**src/hw/ems_cfg.svh**
```systemverilog
`ifndef EMS_CFG_SVH
`define EMS_CFG_SVH
`define EMS_CLK_NS 4
`define EMS_HALF_PERIOD_NS 8
`define EMS_HP_DIV (`EMS_HALF_PERIOD_NS / `EMS_CLK_NS)
`define EMS_REF_PERIOD_NS 200
`define EMS_REF_DIV (`EMS_REF_PERIOD_NS / `EMS_CLK_NS)
`define EMS_SCAN_LINES 32
`define EMS_SCAN_WINDOW 144
`define EMS_DEFAULT_LINE 5'h1f
`define EMS_DEFAULT_PRESET {3'h4, 3'h4, 3'h4, 3'h4, 3'h4, 3'h4, 5'h1f, 5'h1e, 5'h1e, 5'h12, 1'b1, 7'h48}
`define EMS_OFF_CTRL 12'h000
`define EMS_OFF_ADDR 12'h004
`define EMS_OFF_WDATA 12'h008
`define EMS_OFF_STATUS 12'h00c
`define EMS_OFF_RDATA 12'h010
`define EMS_CTRL_GO 0
`define EMS_CTRL_WRITE 1
`define EMS_CTRL_INTERNAL 2
`define EMS_CTRL_BE_LSB 4
`define EMS_CTRL_WAIT_LSB 8
`define EMS_CTRL_HOLD_LSB 12
`endif

```
**src/hw/ems_pkg.sv**
```systemverilog
package ems_pkg;
    typedef enum logic [3:0] {
        PH_IDLE, PH_T1, PH_T2, PH_T3, PH_T4, PH_WAIT, PH_T5, PH_T6, PH_E
    } ems_phase_t;
    typedef struct packed {
        logic [2:0] t1;
        logic [2:0] t2;
        logic [2:0] t3;
        logic [2:0] t4;
        logic [2:0] t5;
        logic [2:0] t6;
        logic [4:0] s1;
        logic [4:0] s2;
        logic [4:0] s3;
        logic [4:0] s4;
        logic late;
        logic [6:0] refresh;
    } ems_preset_t;
endpackage

```
**src/hw/ems_write_strobe.sv**
```systemverilog
`timescale 1ns/1ps
`include "ems_cfg.svh"
module ems_write_strobe (
    input wire logic pclk,
    input wire logic presetn,
    input wire logic psel,
    input wire logic penable,
    input wire logic pwrite,
    input wire logic [11:0] paddr,
    input wire logic [31:0] pwdata,
    output logic [31:0] prdata,
    output logic pready,
    output logic pslverr,
    input wire logic config_sense_input,
    input wire logic [29:0] muxed_addr_data_bus_i,
    output logic [29:0] muxed_addr_data_bus_o,
    output logic [29:0] muxed_addr_data_bus_oe_n,
    input wire logic write_flag_data0_i,
    output logic write_flag_data0_o,
    output logic write_flag_data0_oe_n,
    input wire logic refresh_flag_data1_i,
    output logic refresh_flag_data1_o,
    output logic refresh_flag_data1_oe_n,
    output logic [3:0] byte_write_strobe_n,
    output logic address_strobe_n,
    output logic programmable_width_strobe_n,
    output logic [2:0] delayed_strobe_n,
    output logic processor_clock_output
);
    function automatic ems_pkg::ems_preset_t preset_f(input logic [4:0] line);
        ems_pkg::ems_preset_t p;
        p = `EMS_DEFAULT_PRESET;
        case (line)
            5'h00: p = '{3'h1, 3'h1, 3'h1, 3'h1, 3'h1, 3'h1, 5'h1e, 5'h01, 5'h03, 5'h05, 1'b1, 7'h48};
            5'h01: p = '{3'h1, 3'h2, 3'h1, 3'h1, 3'h1, 3'h2, 5'h1e, 5'h01, 5'h02, 5'h07, 1'b1, 7'h48};
            5'h02: p = '{3'h1, 3'h2, 3'h1, 3'h1, 3'h2, 3'h3, 5'h1e, 5'h01, 5'h02, 5'h07, 1'b1, 7'h48};
            5'h03: p = '{3'h2, 3'h3, 3'h1, 3'h1, 3'h2, 3'h3, 5'h1e, 5'h01, 5'h03, 5'h08, 1'b1, 7'h48};
            5'h04: p = '{3'h1, 3'h1, 3'h1, 3'h1, 3'h1, 3'h1, 5'h03, 5'h01, 5'h02, 5'h03, 1'b0, 7'h48};
            5'h05: p = '{3'h1, 3'h1, 3'h2, 3'h1, 3'h2, 3'h1, 5'h05, 5'h01, 5'h02, 5'h03, 1'b0, 7'h48};
            5'h06: p = '{3'h2, 3'h1, 3'h2, 3'h1, 3'h3, 3'h1, 5'h06, 5'h01, 5'h02, 5'h03, 1'b0, 7'h48};
            5'h07: p = '{3'h2, 3'h2, 3'h2, 3'h1, 3'h3, 3'h2, 5'h07, 5'h01, 5'h03, 5'h04, 1'b0, 7'h48};
            5'h08: p = '{3'h1, 3'h1, 3'h1, 3'h1, 3'h1, 3'h1, 5'h1e, 5'h01, 5'h02, 5'h03, 1'b0, 7'h00};
            5'h09: p = '{3'h1, 3'h1, 3'h2, 3'h1, 3'h2, 3'h1, 5'h1e, 5'h02, 5'h05, 5'h09, 1'b0, 7'h00};
            5'h0a: p = '{3'h2, 3'h2, 3'h2, 3'h2, 3'h4, 3'h2, 5'h1e, 5'h02, 5'h03, 5'h08, 1'b1, 7'h48};
            5'h0b: p = '{3'h3, 3'h3, 3'h3, 3'h3, 3'h3, 3'h3, 5'h1e, 5'h02, 5'h04, 5'h0d, 1'b1, 7'h48};
            5'h0c: p = '{3'h1, 3'h1, 3'h2, 3'h1, 3'h2, 3'h1, 5'h04, 5'h01, 5'h02, 5'h03, 1'b0, 7'h48};
            5'h0d: p = '{3'h2, 3'h1, 3'h2, 3'h1, 3'h2, 3'h2, 5'h05, 5'h01, 5'h02, 5'h03, 1'b0, 7'h48};
            5'h0e: p = '{3'h2, 3'h2, 3'h2, 3'h1, 3'h3, 3'h2, 5'h06, 5'h01, 5'h03, 5'h04, 1'b0, 7'h48};
            5'h0f: p = '{3'h2, 3'h1, 3'h2, 3'h3, 3'h3, 3'h3, 5'h08, 5'h01, 5'h02, 5'h03, 1'b0, 7'h48};
            default: p = p;
        endcase
        return p;
    endfunction

    function automatic logic sel_f(input logic [11:0] a, input logic [11:0] off);
        return a == off;
    endfunction

    // apb registers
    logic [31:0] ctrl_r;
    logic [29:0] addr_r;
    logic [31:0] wdata_r;
    logic [31:0] rdata_r;
    logic go_r;
    logic setup;
    logic wr_access;
    logic mapped;
    assign setup = psel & ~penable;
    assign wr_access = psel & penable & pwrite;
    assign mapped = sel_f(paddr, `EMS_OFF_CTRL) | sel_f(paddr, `EMS_OFF_ADDR) | sel_f(paddr, `EMS_OFF_WDATA)
        | sel_f(paddr, `EMS_OFF_STATUS) | sel_f(paddr, `EMS_OFF_RDATA);

    // scan and cycle state
    logic [2:0] sense_q;
    logic [$clog2(`EMS_REF_DIV)-1:0] ref_div_r;
    logic [7:0] scan_cnt_r;
    logic scan_done_r;
    logic found_r;
    logic [4:0] line_r;
    ems_pkg::ems_preset_t cfg_r;
    logic [$clog2(`EMS_HP_DIV+1)-1:0] hp_div_r;
    logic hp_tick;
    logic pco_r;
    ems_pkg::ems_phase_t ph_r;
    logic [4:0] left_r;
    logic [3:0] wait_left_r;
    logic [5:0] rel_r;
    logic odd_r;
    logic busy;
    logic [4:0] total;
    assign busy = ph_r != ems_pkg::PH_IDLE;
    assign hp_tick = hp_div_r == '0;
    assign total = 5'(cfg_r.t1) + 5'(cfg_r.t2) + 5'(cfg_r.t3) + 5'(cfg_r.t4) + 5'(cfg_r.t5) + 5'(cfg_r.t6)
        + 5'(ctrl_r[`EMS_CTRL_HOLD_LSB +: 4]) + 5'(ctrl_r[`EMS_CTRL_WAIT_LSB +: 4]);

    always_ff @(posedge pclk or negedge presetn) begin
        if (!presetn) begin
            ctrl_r <= 32'h0;
            addr_r <= 30'h0;
            wdata_r <= 32'h0;
        end else if (wr_access) begin
            if (sel_f(paddr, `EMS_OFF_CTRL)) begin
                ctrl_r <= {16'h0, pwdata[15:1], 1'b0};
            end
            if (sel_f(paddr, `EMS_OFF_ADDR)) begin
                addr_r <= pwdata[31:2];
            end
            if (sel_f(paddr, `EMS_OFF_WDATA)) begin
                wdata_r <= pwdata;
            end
        end
    end

    always_ff @(posedge pclk or negedge presetn) begin
        if (!presetn) begin
            go_r <= 1'b0;
        end else if (wr_access && sel_f(paddr, `EMS_OFF_CTRL) && pwdata[`EMS_CTRL_GO] && !busy && scan_done_r) begin
            go_r <= 1'b1;
        end else if (hp_tick && !pco_r && ph_r == ems_pkg::PH_IDLE) begin
            go_r <= 1'b0;
        end
    end

    always_ff @(posedge pclk or negedge presetn) begin
        if (!presetn) begin
            prdata <= 32'h0;
            pready <= 1'b0;
            pslverr <= 1'b0;
        end else begin
            pready <= setup;
            pslverr <= setup & ~mapped;
            if (setup && !pwrite) begin
                prdata <= 32'h0;
                if (sel_f(paddr, `EMS_OFF_CTRL)) begin
                    prdata <= ctrl_r;
                end
                if (sel_f(paddr, `EMS_OFF_ADDR)) begin
                    prdata <= {addr_r, 2'b00};
                end
                if (sel_f(paddr, `EMS_OFF_WDATA)) begin
                    prdata <= wdata_r;
                end
                if (sel_f(paddr, `EMS_OFF_STATUS)) begin
                    prdata <= {7'h0, ~found_r, cfg_r.late, cfg_r.refresh, 7'h0, line_r, 2'b00, scan_done_r, busy | go_r};
                end
                if (sel_f(paddr, `EMS_OFF_RDATA)) begin
                    prdata <= rdata_r;
                end
            end
        end
    end

    // power-up scan on the input reference period
    always_ff @(posedge pclk or negedge presetn) begin
        if (!presetn) begin
            sense_q <= 3'b111;
        end else begin
            sense_q <= {sense_q[1:0], config_sense_input};
        end
    end

    always_ff @(posedge pclk or negedge presetn) begin
        if (!presetn) begin
            ref_div_r <= '0;
            scan_cnt_r <= 8'h0;
            scan_done_r <= 1'b0;
        end else if (!scan_done_r) begin
            ref_div_r <= (ref_div_r == ($clog2(`EMS_REF_DIV))'(`EMS_REF_DIV - 1)) ? '0 : ref_div_r + 1'b1;
            if (ref_div_r == ($clog2(`EMS_REF_DIV))'(`EMS_REF_DIV - 1)) begin
                scan_cnt_r <= scan_cnt_r + 8'h1;
                scan_done_r <= scan_cnt_r == 8'(`EMS_SCAN_WINDOW - 1);
            end
        end
    end

    always_ff @(posedge pclk or negedge presetn) begin
        if (!presetn) begin
            found_r <= 1'b0;
            line_r <= `EMS_DEFAULT_LINE;
            cfg_r <= `EMS_DEFAULT_PRESET;
        end else if (!scan_done_r && !found_r && ref_div_r == '0 && scan_cnt_r[0] == 1'b0
            && scan_cnt_r != 8'h0 && scan_cnt_r <= 8'(2 * `EMS_SCAN_LINES) && !sense_q[2]) begin
            found_r <= 1'b1;
            line_r <= 5'(scan_cnt_r[7:1] - 7'h1);
            cfg_r <= preset_f(5'(scan_cnt_r[7:1] - 7'h1));
        end
    end

    // half-period tick and processor clock
    always_ff @(posedge pclk or negedge presetn) begin
        if (!presetn) begin
            hp_div_r <= '0;
            pco_r <= 1'b0;
        end else begin
            hp_div_r <= (hp_div_r == ($bits(hp_div_r))'(`EMS_HP_DIV - 1)) ? '0 : hp_div_r + 1'b1;
            if (hp_tick) begin
                pco_r <= ~pco_r;
            end
        end
    end

    // phase sequencer
    always_ff @(posedge pclk or negedge presetn) begin
        if (!presetn) begin
            ph_r <= ems_pkg::PH_IDLE;
            left_r <= 5'h0;
            wait_left_r <= 4'h0;
            odd_r <= 1'b0;
        end else if (hp_tick) begin
            if (ph_r != ems_pkg::PH_IDLE && left_r != 5'h0) begin
                left_r <= left_r - 5'h1;
            end else begin
                case (ph_r)
                    ems_pkg::PH_IDLE: begin
                        if (go_r && !pco_r) begin
                            ph_r <= ems_pkg::PH_T1;
                            left_r <= 5'(cfg_r.t1) - 5'h1;
                            odd_r <= total[0];
                            wait_left_r <= ctrl_r[`EMS_CTRL_WAIT_LSB +: 4];
                        end
                    end
                    ems_pkg::PH_T1: begin
                        ph_r <= ems_pkg::PH_T2;
                        left_r <= 5'(cfg_r.t2) - 5'h1;
                    end
                    ems_pkg::PH_T2: begin
                        ph_r <= ems_pkg::PH_T3;
                        left_r <= 5'(cfg_r.t3) - 5'h1;
                    end
                    ems_pkg::PH_T3: begin
                        ph_r <= ems_pkg::PH_T4;
                        left_r <= 5'(cfg_r.t4) - 5'h1;
                    end
                    ems_pkg::PH_T4: begin
                        ph_r <= (wait_left_r != 4'h0) ? ems_pkg::PH_WAIT : ems_pkg::PH_T5;
                        left_r <= (wait_left_r != 4'h0) ? 5'(wait_left_r) - 5'h1 : 5'(cfg_r.t5) - 5'h1;
                    end
                    ems_pkg::PH_WAIT: begin
                        ph_r <= ems_pkg::PH_T5;
                        left_r <= 5'(cfg_r.t5) - 5'h1;
                    end
                    ems_pkg::PH_T5: begin
                        ph_r <= ems_pkg::PH_T6;
                        left_r <= 5'(cfg_r.t6) + 5'(ctrl_r[`EMS_CTRL_HOLD_LSB +: 4]) - 5'h1;
                    end
                    ems_pkg::PH_T6: begin
                        ph_r <= odd_r ? ems_pkg::PH_E : ems_pkg::PH_IDLE;
                    end
                    default: begin
                        ph_r <= ems_pkg::PH_IDLE;
                    end
                endcase
            end
        end
    end

    // half periods since the start of T2
    always_ff @(posedge pclk or negedge presetn) begin
        if (!presetn) begin
            rel_r <= 6'h0;
        end else if (hp_tick) begin
            if (ph_r == ems_pkg::PH_T1) begin
                rel_r <= 6'h0;
            end else if (rel_r != 6'h3f) begin
                rel_r <= rel_r + 6'h1;
            end
        end
    end

    always_ff @(posedge pclk or negedge presetn) begin
        if (!presetn) begin
            rdata_r <= 32'h0;
        end else if (hp_tick && ph_r == ems_pkg::PH_T5 && left_r == 5'h0 && !ctrl_r[`EMS_CTRL_WRITE]) begin
            rdata_r <= {muxed_addr_data_bus_i, refresh_flag_data1_i, write_flag_data0_i};
        end
    end

    // strobe and bus decode
    logic in_addr;
    logic in_s0;
    logic in_data;
    logic in_wr;
    logic ext_wr;
    logic [31:0] scan_line_high;
    assign in_addr = ph_r == ems_pkg::PH_T1 || ph_r == ems_pkg::PH_T2;
    assign in_s0 = ph_r == ems_pkg::PH_T2 || ph_r == ems_pkg::PH_T3 || ph_r == ems_pkg::PH_T4
        || ph_r == ems_pkg::PH_WAIT || ph_r == ems_pkg::PH_T5;
    assign in_data = ph_r == ems_pkg::PH_T3 || ph_r == ems_pkg::PH_T4 || ph_r == ems_pkg::PH_WAIT
        || ph_r == ems_pkg::PH_T5 || ph_r == ems_pkg::PH_T6 || ph_r == ems_pkg::PH_E;
    assign ext_wr = ctrl_r[`EMS_CTRL_WRITE] & ~ctrl_r[`EMS_CTRL_INTERNAL] & busy;
    assign in_wr = ph_r == ems_pkg::PH_T4 || ph_r == ems_pkg::PH_WAIT || ph_r == ems_pkg::PH_T5
        || (ph_r == ems_pkg::PH_T3 && !cfg_r.late);

    genvar gi;
    generate
        for (gi = 0; gi < `EMS_SCAN_LINES; gi = gi + 1) begin : g_scan
            assign scan_line_high[gi] = scan_done_r || scan_cnt_r < 8'(2 * gi + 1);
        end
        for (gi = 0; gi < 4; gi = gi + 1) begin : g_byte
            always_ff @(posedge pclk or negedge presetn) begin
                if (!presetn) begin
                    byte_write_strobe_n[gi] <= 1'b1;
                end else begin
                    byte_write_strobe_n[gi] <= ~(ext_wr & in_wr & ctrl_r[`EMS_CTRL_BE_LSB + gi]);
                end
            end
        end
        for (gi = 0; gi < 3; gi = gi + 1) begin : g_delayed
            logic [4:0] d;
            assign d = (gi == 0) ? cfg_r.s2 : (gi == 1) ? cfg_r.s3 : cfg_r.s4;
            always_ff @(posedge pclk or negedge presetn) begin
                if (!presetn) begin
                    delayed_strobe_n[gi] <= 1'b1;
                end else begin
                    delayed_strobe_n[gi] <= ~(d != 5'h0 && in_s0 && rel_r >= 6'(d));
                end
            end
        end
    endgenerate

    logic [31:0] bus_val;
    logic [31:0] bus_oe_n;
    always_comb begin
        bus_val = 32'hffffffff;
        bus_oe_n = 32'h0;
        if (!scan_done_r) begin
            bus_val = scan_line_high;
        end else if (in_addr) begin
            bus_val = {addr_r, 1'b1, ~ctrl_r[`EMS_CTRL_WRITE]};
        end else if (in_data && ctrl_r[`EMS_CTRL_WRITE]) begin
            bus_val = wdata_r;
            for (int b = 0; b < 4; b++) begin
                bus_oe_n[8*b +: 8] = {8{~ctrl_r[`EMS_CTRL_BE_LSB + b]}};
            end
        end else if (in_data) begin
            bus_oe_n = 32'hffffffff;
        end
    end

    always_ff @(posedge pclk or negedge presetn) begin
        if (!presetn) begin
            muxed_addr_data_bus_o <= 30'h3fffffff;
            muxed_addr_data_bus_oe_n <= 30'h0;
            write_flag_data0_o <= 1'b1;
            write_flag_data0_oe_n <= 1'b0;
            refresh_flag_data1_o <= 1'b1;
            refresh_flag_data1_oe_n <= 1'b0;
            address_strobe_n <= 1'b1;
            programmable_width_strobe_n <= 1'b1;
            processor_clock_output <= 1'b0;
        end else begin
            muxed_addr_data_bus_o <= bus_val[31:2];
            muxed_addr_data_bus_oe_n <= bus_oe_n[31:2];
            write_flag_data0_o <= bus_val[0];
            write_flag_data0_oe_n <= bus_oe_n[0];
            refresh_flag_data1_o <= bus_val[1];
            refresh_flag_data1_oe_n <= bus_oe_n[1];
            address_strobe_n <= ~(in_s0 & ~ctrl_r[`EMS_CTRL_INTERNAL]);
            programmable_width_strobe_n <= ~(cfg_r.s1 != 5'h0 && (in_s0 || ph_r == ems_pkg::PH_T6)
                && rel_r < 6'(cfg_r.s1) && !ctrl_r[`EMS_CTRL_INTERNAL]);
            processor_clock_output <= pco_r;
        end
    end

    logic [6:0] cyc_len_r;
    always_ff @(posedge pclk or negedge presetn) begin
        if (!presetn) begin
            cyc_len_r <= 7'h0;
        end else if (hp_tick) begin
            cyc_len_r <= (ph_r == ems_pkg::PH_IDLE) ? 7'h0 : cyc_len_r + 7'h1;
        end
    end
endmodule

```
**config.mk**
```make
export PLATFORM = sky130hd
export DESIGN_NAME = ems_write_strobe
export DESIGN_NICKNAME = d
export VERILOG_FILES = /design/src/hw/ems_pkg.sv /design/src/hw/ems_write_strobe.sv
export VERILOG_INCLUDE_DIRS = /design/src /design/src/hw
export SDC_FILE = /design/constraint.sdc
export NUM_CORES = 1
export LEC_CHECK = 0
export BUFFER_PORTS_ARGS = -buffer_cell sky130_fd_sc_hd__buf_2
export CAP_MARGIN = 20
export CELL_PAD_IN_SITES_DETAIL_PLACEMENT = 1
export CELL_PAD_IN_SITES_GLOBAL_PLACEMENT = 2
export CORE_ASPECT_RATIO = 1.5
export CORE_UTILIZATION = 40
export DETAILED_ROUTE_END_ITERATION = 7
export PLACE_DENSITY_LB_ADDON = 0.1
export REMOVE_ABC_BUFFERS = 1
export SLEW_MARGIN = 20
export SYNTH_ARGS = -nofsm -noshare
export SYNTH_HDL_FRONTEND = slang
export SYNTH_SLANG_ARGS = --single-unit
```
**constraint.sdc**
```tcl
create_clock -name pclk -period 4.75 [get_ports pclk]
set_input_delay 0.475 -clock pclk [delete_from_list [all_inputs] [get_ports pclk]]
set_output_delay 0.475 -clock pclk [all_outputs]
set_load 0.02 [all_outputs]
```
==> results.ini <==
[outcome]
outcome=complete, but fails checks
failed_checks=DRC

[sta]
grt_setup_unrepaired=false
achievable-frequency_mhz=294.2
setup_viol_count_final=0
slew_viol_final=0
hold-worst-slack_ps=145.3
hold_viol_final=0
layout_worst_path_cycle_share_pct=71.56
max_slew_margin_pct=27.05
layout_min_cycle_time_ps=3399
timing_worst_slew_pin_value_ps=1093
fin_worst_skew_ps=8.253
fin_setup_tns_ps=0

[placed_design]
place_congestion=0.8217
half_perimeter_wire_length_of_the_detailed_placement_result_um=29790
placed_cells_incl_taps=1804
placement.io_buffers=189

[hold_path]
timing.hold.worst.class=in -> reg
min_delay_path_depth=2

[cts]
cts_tree=yes
cts.sinks=266
cts_inserted_buffers=28
root_buffer=clkbuf_16
cts.reportedPaths.clkPinSlew_ps=60
ctsHtreeMaxLevel=1
worst_skew_pair.late_latency_ps=560
max-clock-path-buffers=3

[drt]
initialDrtViolationCount=652
routed_wire_length_per_instance_um=22.94
drt-total-wl_um=42630
vias=10500
vias_per_instance=5.653
drt_drc_violations_left=44
drt-pass1-iter-count=7
postRouteAntennaNets=0

[setup_path]
r2r.worst_path.cells=8
setup.worst_path.class=reg -> reg
worst_setup_path_end_kind=flop
cp_max_stage_delay_ps=950
critPathMaxFanout=29
crit_arrival_ps=3870
path_cells=inv_1 > ha_1 > ha_1 > mux2_2 > nor2_1 > a21oi_1 > a221o_1 > o21ai_0
critical_path_buf_inv_count=1
critical_path.startpoint_type=flop
worstSetupPathDepth=8
crit_path_frequent_cell=ha_1
cp_slowest_cell=ha_1
critPathTopFamily=adder cells
worstPathRequired_ps=5220

[final_layout]
mostFrequentLayoutCell=dfrtp_1
final_cell_count_no_fill=1858
area_growth_pct=16.22
most-common-layout-cells=205 x dfrtp_1, 188 x buf_2, 132 x nand2_1, 107 x o21ai_0, 84 x mux2_2
drive_gt1_share_pct=29.55
layout.nets=1543
fill_cells=3714
antenna_cells_inserted=0

[pwr]
net-switching-power_mw=1.080
sequentialPowerShare_pct=47.4
power.combinational.fraction_pct=4.1
cell_internal_pwr_mw=3.812
vdd_drop_max_mv=0.2525
power.density_mw_per_mm2=311.6
power.static_leakage_nw=7.021
power.switching_fraction_pct=22.08
clock_power_share_pct=48.6

[global_routing]
grt.total_usage_pct=25.22
maximum_number_of_pins_on_one_net_before_global_route_repair=114
vias_in_the_first_global_route=11170
antenna_found_initial=0
global_route_wire_length_before_repair_um=66830
congestion_overflow_gr=0

[floorplanning]
chipWidth_um=152.1
placement_rows=82
die_y_um=227.1
pin_count=190
design.core.area_mm2=0.03334
total_die_area_mm2=0.03453
floorplan.initialDensity_pct=40.52

[run]
max_cap_violations=0

[synth]
synth_cell_type_count=80
synth-warning-count=0
netlist.top_cell.by_area=dfrtp_1
synth_seq_cells=266
syn_area_mm2=0.01351
synth.area.top_cells=dfrtp_1 38%, dfstp_2 12%, mux2_2 7.0%
synth_enable_flop_cells=0
synth_seq_area_share_pct=49.83
yosys_most_used_dff=dfrtp_1
post_synth.cell_area_avg_um2=10.54
syn_inst=1282
ys_async_sr_fraction_pct=100.0
synth_top_area_share_pct=37.97

path summary, 6_finish.rpt:
| path | startpoint | end | slack [ps] |
|---|---|---|---|
| max | scan_cnt_r[1] | cfg_r[32] | 1350 |
| min | muxed_addr_data_bus_i[19] | rdata_r[21] | 150 |
| max reg2reg | scan_cnt_r[1] | cfg_r[32] | 1350 |
| min reg2reg | sense_q[0] | sense_q[1] | 360 |
| max in group asynchronous | presetn | rdata_r[20] | 2980 |
| min in group asynchronous | presetn | prdata[11] | 570 |
registers in the layout, summed over array words and instances, names as in the netlist, 2 cells and up:
signal	flops
delayed_strobe_n	3
muxed_addr_data_bus_o	30
hp_div_r	2
line_r	4
left_r	5
ctrl_r	15
rdata_r	32
wdata_r	32
wait_left_r	4
ref_div_r	6
g_delayed.d	10
scan_cnt_r	8
byte_write_strobe_n	4
sense_q	3
muxed_addr_data_bus_oe_n	4
rel_r	6
prdata	32
ph_r	4
addr_r	30
cfg_r	20
cells by family after synthesis:
kind of cell,Yosys count,synth area share (%)
DFF,266,49.83
adders and majority gates,45,4.223
and+or+nand+nor,315,11.58
buffers and inverters,165,5.668
muxes,132,10.93
AOI/OAI and AO/OA,326,15.63
xor gates and xnor gates,33,2.139
synth_stat cells, types with 5 or more instances:
cell,count
a21o_1,7
a21oi_1,71
a222oi_1,13
a22o_1,5
a22oi_1,17
a31oi_1,7
buf_1,5
buf_2,9
buf_4,30
clkbuf_1,64
dfrtp_1,205
dfstp_2,61
ha_1,44
inv_1,54
mux2_1,30
mux2_2,84
mux2i_1,17
nand2_1,132
nand2b_1,20
nand3_1,13
nor2_1,58
nor2b_1,13
nor3_1,22
nor3b_1,5
nor4_1,6
o21ai_0,107
o221ai_1,33
o22ai_1,12
o31ai_1,6
xnor2_1,23
xor2_1,10
metal layers:
| metal | GRT usage, % | vias to the layer above | share of wire, % |
|---|---|---|---|
| met4 | 10.17 | 0 | 3.6 |
| met5 | 0 | - | 0 |
| li1 | - | 4848 | - |
| met1 | 30.11 | 5349 | 41 |
| met2 | 46.49 | 242 | 52 |
| met3 | 2.703 | 64 | 3.5 |
layout make-up:
class / count / area, µm² / area share [%]
clock inverter: 6 / 105.1 / 0.6694
timing repair buffer: 215 / 1181 / 7.522
sequential: 266 / 6733 / 42.88
multi-input combinational: 851 / 6055 / 38.56
tap: 420 / 525.5 / 3.347
clock buffer: 46 / 899.6 / 5.730
inverter: 54 / 202.7 / 1.291
repair_timing:
item | CTS | global route
endpoints found under the setup margin | 0 | 0
gates resized for setup | 0 | 0
setup buffers | 0 | 0
hold buffers | 2 | 0
hold endpoints to repair | 2 | 0
metrics by stage:
step / cell area, µm² / utilization [%] / setup slack (ps) / power (mW)
2_1_floorplan: 12950 / - / 560.1 / 2.415
3_3_place_gp: 14670 / 44.00 / 1416 / 2.555
3_5_place_dp: 14680 / 44.02 / 1330 / 2.559
4_1_cts: 15700 / 47.09 / 1342 / 4.959
5_1_grt: 15700 / 47.09 / 1082 / 5.051
6_report: 15700 / 47.09 / 1351 / 4.892
power groups by stage:
stage	Sequential [mW]	Combinational, mW	Clock [mW]
CTS	2.32	0.204	2.44
floorplan	2.37	0.0453	0
detailed placement	2.36	0.201	0
finish	2.32	0.198	2.38
global placement	2.36	0.198	0
global route	2.32	0.221	2.51
Note: power is estimated with default switching activity, not from simulation.
